`config.mk`:
```
export PLATFORM = sky130hd
export DESIGN_NAME = aap_top
export DESIGN_NICKNAME = d
export VERILOG_FILES = /design/src/hdl/aap_pkg.sv /design/src/hdl/aap_top.sv
export SDC_FILE = /design/constraint.sdc
export NUM_CORES = 1
export LEC_CHECK = 0
export BUFFER_PORTS_ARGS = -buffer_cell sky130_fd_sc_hd__buf_2
export CORE_MARGIN = 2
export CORE_UTILIZATION = 45
export DETAILED_ROUTE_END_ITERATION = 10
export PLACE_DENSITY = 0.63
export SLEW_MARGIN = 20
export SYNTH_ARGS = -nofsm -noshare
export SYNTH_HDL_FRONTEND = slang
export SYNTH_SLANG_ARGS = --single-unit
```
`constraint.sdc`:
```
create_clock -name clk_i -period 3.5 [get_ports clk_i]
set_input_delay 0.175 -clock clk_i [delete_from_list [all_inputs] [get_ports clk_i]]
set_output_delay 0.175 -clock clk_i [all_outputs]
set_load 0.01 [all_outputs]
```
`src/hdl/aap_pkg.sv`:
```
/*
 Constants for the arming and PCM output block: pin field encodings,
 SPI frame layout, timing counts and per-axis limits.
 Assumes a 100 MHz system clock and an external SPI master.
*/
// Behaviour
// - Count mode: sample meeting either threshold increments the axis counter.
// - Count mode: sample strictly inside both thresholds clears the counter.
// - One new sample per axis at the closing chip-select edge of a request.
// - Counter reaching window limit flags arming, asserts output, loads stretch.
// - Count mode with stretch: output releases only when stretch expires.
// - Unfiltered: at request end, compare latest sample; either threshold arms.
// - Unfiltered: output active while selected and frame carries that axis reply.
// - No stretching ever in unfiltered mode.
// - Stretch setting 00: output follows last evaluated arming condition.
// - Stretch setting non-zero: output active exactly while timer non-zero.
// - Stretch timer counts down continuously and holds at zero.
// - Stretch timer reloads only when last evaluated sample armed.
// - Separate two-bit stretch setting per axis.
// - During an exception stretch runs out; new reads never reload it.
// - Arming pins are active high or active low per configuration field.
// - PCM selection turns both axis pins into PCM digital outputs.
// - PCM input saturates to nine bits, offset to unsigned 0..511.
// - PCM accumulator adds the value every 8 MHz cycle.
// - PCM pin carries each accumulation's carry-out.
// - X block takes X requests and even registers, Y odd and Y requests; code queues every register op, even or odd, in one FIFO.
// - Shift register mismatch: Y silent, X replies with an error word.
// - On match only the addressed block drives the reply next frame.
// - Window change needs arming disabled (000) first, then re-enabled.
// - Per-axis eight-bit positive and negative thresholds.
// - Sample latched at request end is shifted out in the next frame.
// - SPI mode 0, most significant bit first, device is slave.
package aap_pkg;
	localparam int CLK_HZ = 100_000_000;
	localparam int PCM_HZ = 8_000_000;
	localparam int NCO_UNIT_HZ = 1_000_000;
	localparam logic [6:0] PCM_NCO_STEP = 7'(PCM_HZ / NCO_UNIT_HZ);
	localparam logic [6:0] PCM_NCO_MOD = 7'(CLK_HZ / NCO_UNIT_HZ);
	localparam int STRETCH_UNIT_US = 1000;
	localparam int STRETCH_UNIT_CYC = STRETCH_UNIT_US * (CLK_HZ / 1_000_000);

	localparam int SAMPLE_W = 12;
	localparam int THR_W = 8;
	localparam int PCM_W = 9;
	localparam int CNT_W = 4;
	localparam int STR_W = 20;
	localparam int FRAME_W = 16;
	localparam logic [4:0] FRAME_BITS = 5'h10;
	localparam int FIFO_W = 16;
	localparam int FIFO_D = 16;

	localparam logic [2:0] MODE_OFF = 3'h0;
	localparam logic [2:0] MODE_MAVG = 3'h1;
	localparam logic [2:0] MODE_CNT_HI = 3'h2;
	localparam logic [2:0] MODE_CNT_LO = 3'h3;
	localparam logic [2:0] MODE_UNF_HI = 3'h4;
	localparam logic [2:0] MODE_UNF_LO = 3'h5;
	localparam logic [2:0] MODE_PCM = 3'h6;

	localparam logic [CNT_W-1:0] WIN_LIMIT [0:3] = '{4'h1, 4'h2, 4'h4, 4'h8};

	localparam int CMD_AX_BIT = 14;
	localparam int CMD_A_BIT = 13;
	localparam int CMD_ADDR_LSB = 8;
	localparam logic [1:0] RESP_ACC_TAG = 2'h1;
	localparam logic [FRAME_W-1:0] ERR_WORD = 16'hFFFF;

	localparam logic signed [PCM_W:0] PCM_SMAX = 10'sh0FF;
	localparam logic signed [PCM_W:0] PCM_SMIN = -10'sh100;
	localparam logic [PCM_W-1:0] PCM_MID = 9'h100;
endpackage

```
`src/hdl/aap_top.sv`:
```
/*
 Dual-axis arming logic, PCM bitstream outputs, dual SPI slave front end
 and a command FIFO toward register logic.
 Assumes samples and configuration come from logic on clk_i; the SPI pins
 are asynchronous and are synchronised here. SPI clock is slow enough to
 give at least four system cycles per half period.
*/
module aap_fifo #(
	parameter int W = 16,
	parameter int D = 16
) (
	input wire logic clk_i,
	input wire logic reset_n_i,
	input wire logic [W-1:0] in_data_i,
	input wire logic in_valid_i,
	output logic in_ready_o,
	output logic [W-1:0] out_data_o,
	output logic out_valid_o,
	input wire logic out_ready_i
);
	// Pointers wrap by overflow, so D must be a power of two
	localparam int AW = $clog2(D);

	typedef struct packed {
		logic [D-1:0][W-1:0] mem;
		logic [AW-1:0] wp;
		logic [AW-1:0] rp;
		logic [AW:0] cnt;
	} aap_fifo_st_t;

	aap_fifo_st_t r;
	aap_fifo_st_t n;
	logic push;
	logic pop;

	assign in_ready_o = r.cnt != (AW+1)'(D);
	assign out_valid_o = r.cnt != '0;
	assign out_data_o = r.mem[r.rp];
	assign push = in_valid_i && in_ready_o;
	assign pop = out_valid_o && out_ready_i;

	always_comb
	begin
		n = r;
		if (push)
		begin
			n.mem[r.wp] = in_data_i;
			n.wp = r.wp + 1'b1;
		end
		if (pop)
			n.rp = r.rp + 1'b1;
		if (push && !pop)
			n.cnt = r.cnt + 1'b1;
		else if (pop && !push)
			n.cnt = r.cnt - 1'b1;
	end

	always_ff @(posedge clk_i or negedge reset_n_i)
	begin
		if (!reset_n_i)
			r <= '0;
		else
			r <= n;
	end
endmodule

module aap_top #(
	parameter int STRETCH_UNIT_CYC_P = aap_pkg::STRETCH_UNIT_CYC
) (
	input wire logic clk_i,
	input wire logic reset_n_i,
	input wire logic spi_sclk_i,
	input wire logic spi_cs_n_i,
	input wire logic spi_mosi_i,
	output logic spi_miso_o,
	output logic spi_miso_oe_o,
	input wire logic [2:0] arming_config_i,
	input wire logic [aap_pkg::THR_W-1:0] x_arm_threshold_pos_i,
	input wire logic [aap_pkg::THR_W-1:0] x_arm_threshold_neg_i,
	input wire logic [aap_pkg::THR_W-1:0] y_arm_threshold_pos_i,
	input wire logic [aap_pkg::THR_W-1:0] y_arm_threshold_neg_i,
	input wire logic [1:0] x_window_size_i,
	input wire logic [1:0] y_window_size_i,
	input wire logic [1:0] x_stretch_setting_i,
	input wire logic [1:0] y_stretch_setting_i,
	input wire logic exception_i,
	input wire logic [aap_pkg::SAMPLE_W-1:0] x_sample_i,
	input wire logic [aap_pkg::SAMPLE_W-1:0] y_sample_i,
	output logic x_arm_pin_o,
	output logic y_arm_pin_o,
	output logic arm_pin_oe_o,
	output logic [aap_pkg::FIFO_W-1:0] reg_cmd_o,
	output logic reg_cmd_valid_o,
	input wire logic reg_cmd_ready_i
);
	import aap_pkg::*;

	typedef struct packed {
		logic csa_m;
		logic csa_s;
		logic csa_d;
		logic sclk_m;
		logic sclk_s;
		logic sclk_d;
		logic mosi_m;
		logic mosi_s;
		logic [FRAME_W-1:0] sh_x;
		logic [FRAME_W-1:0] sh_y;
		logic [4:0] bitcnt;
		logic [FRAME_W-1:0] tx;
		logic tx_en;
		logic [FRAME_W-1:0] next_word;
		logic next_en;
		logic [1:0] next_acc;
		logic [1:0] cur_acc;
		logic [1:0][CNT_W-1:0] cnt;
		logic [1:0] cond;
		logic [1:0][STR_W-1:0] str;
		logic [6:0] nco;
		logic [1:0][PCM_W-1:0] acc;
		logic [1:0] pin;
		logic pin_oe;
		logic miso;
		logic miso_oe;
	} aap_st_t;

	aap_st_t r;
	aap_st_t n;
	logic fifo_push;
	logic fifo_in_ready;
	logic [FRAME_W-1:0] fifo_word;

	assign spi_miso_o = r.miso;
	assign spi_miso_oe_o = r.miso_oe;
	assign x_arm_pin_o = r.pin[0];
	assign y_arm_pin_o = r.pin[1];
	assign arm_pin_oe_o = r.pin_oe;

	always_comb
	begin
		logic [1:0][SAMPLE_W-1:0] smp;
		logic [1:0][THR_W-1:0] tp;
		logic [1:0][THR_W-1:0] tn;
		logic [1:0][1:0] win;
		logic [1:0][1:0] sts;
		logic [1:0] ev;
		logic cs_rise;
		logic cs_fall;
		logic sck_rise;
		logic sck_fall;
		logic ax;
		logic cnt_md;
		logic unf_md;
		logic pcm_md;
		logic low;
		logic hit;
		logic act;
		logic tick;
		logic [6:0] nsum;
		logic [CNT_W-1:0] c;
		logic signed [THR_W-1:0] s8;
		logic signed [SAMPLE_W-1:0] ss;
		logic [PCM_W-1:0] u9;
		logic [PCM_W:0] psum;

		smp[0] = x_sample_i;
		smp[1] = y_sample_i;
		tp[0] = x_arm_threshold_pos_i;
		tp[1] = y_arm_threshold_pos_i;
		tn[0] = x_arm_threshold_neg_i;
		tn[1] = y_arm_threshold_neg_i;
		win[0] = x_window_size_i;
		win[1] = y_window_size_i;
		sts[0] = x_stretch_setting_i;
		sts[1] = y_stretch_setting_i;
		ev = 2'h0;
		ax = 1'b0;
		hit = 1'b0;
		act = 1'b0;
		c = '0;
		s8 = '0;
		ss = '0;
		u9 = '0;
		psum = '0;
		fifo_push = 1'b0;
		fifo_word = r.sh_x;
		n = r;

		// Pins cross from the master's domain; first stage feeds second, and also the MISO enable for chip select
		n.csa_m = ~spi_cs_n_i;
		n.csa_s = r.csa_m;
		n.csa_d = r.csa_s;
		n.sclk_m = spi_sclk_i;
		n.sclk_s = r.sclk_m;
		n.sclk_d = r.sclk_s;
		n.mosi_m = spi_mosi_i;
		n.mosi_s = r.mosi_m;

		cs_fall = r.csa_s && !r.csa_d;
		cs_rise = !r.csa_s && r.csa_d;
		sck_rise = r.csa_s && r.sclk_s && !r.sclk_d;
		sck_fall = r.csa_s && !r.sclk_s && r.sclk_d;

		// Mode 0: capture on rising SCLK, advance MISO on falling
		if (sck_rise)
		begin
			n.sh_x = {r.sh_x[FRAME_W-2:0], r.mosi_s};
			n.sh_y = {r.sh_y[FRAME_W-2:0], r.mosi_s};
			if (r.bitcnt != 5'h1F)
				n.bitcnt = r.bitcnt + 5'h1;
		end
		if (sck_fall)
			n.tx = {r.tx[FRAME_W-2:0], 1'b0};

		if (cs_fall)
		begin
			n.bitcnt = '0;
			n.tx = r.next_word;
			n.tx_en = r.next_en;
			n.cur_acc = r.next_acc;
			n.next_en = 1'b0;
			n.next_acc = 2'h0;
		end

		if (cs_rise)
		begin
			n.tx_en = 1'b0;
			n.cur_acc = 2'h0;
			ax = r.sh_x[CMD_AX_BIT];
			if (r.bitcnt != FRAME_BITS || r.sh_x != r.sh_y)
			begin
				// Y stays quiet; only the X block's error word goes out
				n.next_word = ERR_WORD;
				n.next_en = 1'b1;
			end
			else if (r.sh_x[CMD_A_BIT])
			begin
				// Acceleration request routed to the block of its axis
				ev[ax] = 1'b1;
				n.next_word = {1'b0, ax, RESP_ACC_TAG, smp[ax]};
				n.next_en = 1'b1;
				n.next_acc[ax] = 1'b1;
			end
			else
			begin
				// Register op: any address goes to the one command FIFO; echoed, or error word if FIFO full
				fifo_push = 1'b1;
				if (fifo_in_ready)
					n.next_word = r.sh_x;
				else
					n.next_word = ERR_WORD;
				n.next_en = 1'b1;
			end
		end
		n.miso = n.tx[FRAME_W-1];
		n.miso_oe = n.tx_en && n.csa_s;

		cnt_md = arming_config_i == MODE_CNT_HI ||
			arming_config_i == MODE_CNT_LO;
		unf_md = arming_config_i == MODE_UNF_HI ||
			arming_config_i == MODE_UNF_LO;
		pcm_md = arming_config_i == MODE_PCM;
		low = arming_config_i[0];

		nsum = r.nco + PCM_NCO_STEP;
		tick = nsum >= PCM_NCO_MOD;
		n.nco = tick ? nsum - PCM_NCO_MOD : nsum;
		n.pin_oe = cnt_md || unf_md || pcm_md;

		for (int a = 0; a < 2; a++)
		begin
			if (r.str[a] != '0)
				n.str[a] = r.str[a] - 1'b1;
			s8 = $signed(smp[a][SAMPLE_W-1:SAMPLE_W-THR_W]);
			hit = s8 >= $signed(tp[a]) || s8 <= $signed(tn[a]);
			if (!(cnt_md || unf_md))
			begin
				// Disabling clears history so a new window starts clean
				n.cnt[a] = '0;
				n.cond[a] = 1'b0;
				n.str[a] = '0;
			end
			else if (ev[a] && !exception_i)
			begin
				if (cnt_md)
				begin
					if (hit)
						c = (r.cnt[a] == '1) ? r.cnt[a] : r.cnt[a] + 1'b1;
					else
						c = '0;
					n.cnt[a] = c;
					n.cond[a] = c >= WIN_LIMIT[win[a]];
					if (n.cond[a] && sts[a] != 2'h0)
						n.str[a] = STR_W'(STRETCH_UNIT_CYC_P * int'(sts[a]));
				end
				else
					n.cond[a] = hit;
			end

			if (cnt_md)
				act = (sts[a] == 2'h0) ? r.cond[a] : r.str[a] != '0;
			else
				act = r.cond[a] && r.csa_s && r.cur_acc[a];

			ss = $signed(smp[a]);
			if (ss > SAMPLE_W'(PCM_SMAX))
				u9 = PCM_W'(PCM_SMAX) ^ PCM_MID;
			else if (ss < SAMPLE_W'(PCM_SMIN))
				u9 = PCM_W'(PCM_SMIN) ^ PCM_MID;
			else
				u9 = ss[PCM_W-1:0] ^ PCM_MID;

			if (pcm_md)
			begin
				if (tick)
				begin
					psum = {1'b0, r.acc[a]} + {1'b0, u9};
					n.acc[a] = psum[PCM_W-1:0];
					n.pin[a] = psum[PCM_W];
				end
			end
			else
			begin
				n.acc[a] = '0;
				if (cnt_md || unf_md)
					n.pin[a] = act ^ low;
				else
					n.pin[a] = 1'b0;
			end
		end
	end

	always_ff @(posedge clk_i or negedge reset_n_i)
	begin
		if (!reset_n_i)
			r <= '0;
		else
			r <= n;
	end

	aap_fifo #(
		.W(FIFO_W),
		.D(FIFO_D)
	) u_cmd_fifo (
		.clk_i(clk_i),
		.reset_n_i(reset_n_i),
		.in_data_i(fifo_word),
		.in_valid_i(fifo_push),
		.in_ready_o(fifo_in_ready),
		.out_data_o(reg_cmd_o),
		.out_valid_o(reg_cmd_valid_o),
		.out_ready_i(reg_cmd_ready_i)
	);
endmodule

```
==> results.py <==
metrics = {
    "cells_and_area": {
        "multi_input_area_um2": 10300,
        "drive_gt1_share_pct": 29.22,
        "antennaDiodeCount": 0,
        "area.sequential_um2": 10340,
        "fin_nets": 2108,
        "layout_common_cells": "dfrtp_1, mux2_2, nor2_1",
        "final_common_cell": "dfrtp_1",
        "fill_cells": 4013,
        "syn_to_final_growth_pct": 14.77,
    },
    "floorplan": {
        "fp.dieW_um": 221.8,
        "dieHeight_um": 221.8,
        "die_area_um2": 49180,
        "pin_count": 96,
        "rows": 79,
        "coreArea_um2": 46650,
        "initial_core_util_pct": 45.74,
    },
    "drt": {
        "antenna_left": 0,
        "vias": 14460,
        "wl_per_cell_um": 19.41,
        "wl_um": 50170,
        "drtIter0Drc": 778,
        "route.detailed.drc": 2,
        "routed_via_density": 5.594,
        "first_pass_iters": 8,
    },
    "placement": {
        "dp_hpwl_um": 33910,
        "gp_congestion": 0.8887,
        "portBuffers": 95,
    },
    "cts": {
        "cts_sinks": 413,
        "cts_tree": "done",
        "post_cts_buffers": 0,
        "cts.htree.levels": 2,
        "cts_resized": 0,
        "numCtsBuffers": 46,
        "clkTransAtPathRegs_ns": 0.06,
        "clock_latency_ns": 0.59,
        "root_buffer": "clkbuf_16",
        "cts_max_path_buffers": 3,
    },
    "pwr": {
        "combPwrFrac_pct": 16.2,
        "pwr-share-seq_pct": 43.8,
        "peakVddDrop_uv": 378.3,
        "switching_share_pct": 28.36,
        "p_clk_share_pct": 40.0,
        "power_density_nw_per_um2": 510.0,
        "p_int_mw": 8.948,
        "netSwitchingPower_mw": 3.543,
        "leakagePower_nw": 11.71,
    },
    "yosys": {
        "synth-seq-cells": 413,
        "synth.distinct_cells": 65,
        "yosysTopAreaCell": "dfrtp_1",
        "async_flop_share_pct": 100.0,
        "yosysWarnings": 0,
        "synth_flop_cell": "dfrtp_1",
        "synth_cells": 1832,
        "syn_area_um2": 21340,
        "ys_top_cells_by_area": "dfrtp_1, mux2_2, mux4_2",
        "synthDominantCellAreaShare_pct": 48.43,
        "syn-num-nets": 1997,
        "avgSynthCellArea_um2": 11.65,
        "yosysSeqAreaShare_pct": 48.43,
        "synth_edf_count": 0,
    },
    "setup_path": {
        "crit_path_end_kind": "primary output",
        "cp_num_cells": 4,
        "worst-path-buf-inv": 2,
        "cpPeakStageDelay_ns": 0.82,
        "start_kind": "flop",
        "cp_top_family": "multiplexers",
        "required_ns": 3.32,
        "crit_top_cell": "mux4_2",
        "r2r_slack_ns": 0.42,
        "cpMaxStageDelayCell": "dfrtp_4",
        "critical_path_arrival_ns": 2.99,
        "crit_chain": "buf_12 > mux4_2 > mux4_2 > buf_2",
        "crit_fanout": 27,
        "r2r_cells": 12,
        "crit_type": "flop to primary output",
    },
    "sta": {
        "post-route-period-util_pct": 90.45,
        "rsz0062_at_grt": "no",
        "setup_viol": 0,
        "hold_ws_ns": 0.05086,
        "fin_crit_ns": 3.166,
        "setup_tns_ns": 0,
        "clock.fmax_ghz": 0.3159,
        "max-slew-margin-rel_pct": 31.73,
        "worstMarginPinSlew_ns": 1.021,
        "finalHoldViolCount": 0,
        "finClkSkew_ns": 0.03924,
        "maxSlewViolCount": 0,
    },
    "grt": {
        "grt_pass1_vias": 15110,
        "grt_max_degree": 120,
        "grt.overflow.total": 0,
        "grt_use_total_pct": 20.89,
        "antenna_found_initial": 0,
        "grt_pass1_wl_um": 81840,
    },
    "hold_path": {
        "min_path_type": "primary input to flop",
        "min_path_cells": 3,
    },
    "run_status": {
        "outcome": "finished with violations",
        "violations": "design-rule violations",
    },
    "job": {
        "max_cap_violations": 0,
    },
}
==> metrics by stage <==
stage	power, mW	util [%]	std cells	instance area, um2	setup slack, ns
final	12.49	52.50	2585	24490	0.3341
after global routing	13.16	52.50	2585	24490	0.04786
after CTS	12.63	52.50	2585	24490	0.2504
after detailed placement	7.576	48.95	2494	22840	-0.1329
after global placement	7.522	48.95	2494	22840	0.003078
after floorplan	6.978	-	1832	21340	0.3044
==> final cells by class <==
class	count	area share, %
sequential	413	42.22
multi-input combinational	1236	42.05
clock buffer	65	5.446
timing repair buffer	174	5.098
tap	607	3.101
inverter	72	1.103
clock inverter	18	0.9808
==> worst min-delay path: cells and delay by family <==
| kind | cells | cell delay [ns] |
|---|---|---|
| AOI/OAI and AO/OA | 2 | 0.28 |
| buffers and inverters | 1 | 0.12 |
==> sequential cells by signal, indices dropped and copies added, names as in the netlist <==
register / count
arm_pin_oe_o: 1
r: 119
x_arm_pin_o: 1
n: 5
spi_miso_oe_o: 1
y_arm_pin_o: 1
fifo_word: 16
u_cmd_fifo.r: 269
==> power groups by stage <==
stage / Combinational, mW / Sequential (mW) / Clock (mW)
3_3_place_gp: 1.97 / 5.55 / 0
4_1_cts: 2.04 / 5.48 / 5.11
2_1_floorplan: 1.70 / 5.28 / 0
3_5_place_dp: 2.01 / 5.56 / 0
5_1_grt: 2.31 / 5.54 / 5.31
6_report: 2.02 / 5.48 / 5.00
==> cell families after synthesis <==
logic type | after synthesis | synth area share [%]
buf+inv | 183 | 3.336
simple gates | 485 | 10.71
compound gates | 249 | 7.047
flops | 413 | 48.43
xor+xnor | 58 | 2.380
fa+ha+maj | 91 | 5.441
mux | 353 | 22.65
==> cell usage after synthesis (21+ instances only) <==
master and n:
nand3_1 26, a21oi_1 89, nand2_1 144, mux2i_1 33, nand2b_1 22, ha_1 88
nor2_1 160, nor3_1 23, clkbuf_1 77, and2_1 21, dfrtp_1 413, xnor2_1 43
o21ai_0 71, mux4_2 80, inv_1 71, mux2_2 240
==> routing by layer <==
layer	GRT usage, %	wire length (um)	up-vias
met5	0	0	-
met4	6.037	1127	0
met3	2.690	1786	68
met2	35.08	24500	243
met1	28.55	22760	7387
li1	-	-	6762
==> what timing repair did <==
action	in CTS	in global routing
endpoints found under the hold margin	115	0
endpoints found under the setup margin	0	0
hold buffers	8	0
==> worst paths after layout <==
check | start | to
max in group asynchronous | reset_n_i | u_cmd_fifo.r[210]
setup reg to reg | r[76] | r[54]
setup / recovery | u_cmd_fifo.r[5] | reg_cmd_o[15]
min in group asynchronous | reset_n_i | r[45]
hold reg to reg | n[155] | r[155]
hold / removal | x_stretch_setting_i[1] | r[38]
Note: power is estimated with default switching activity, not from simulation.
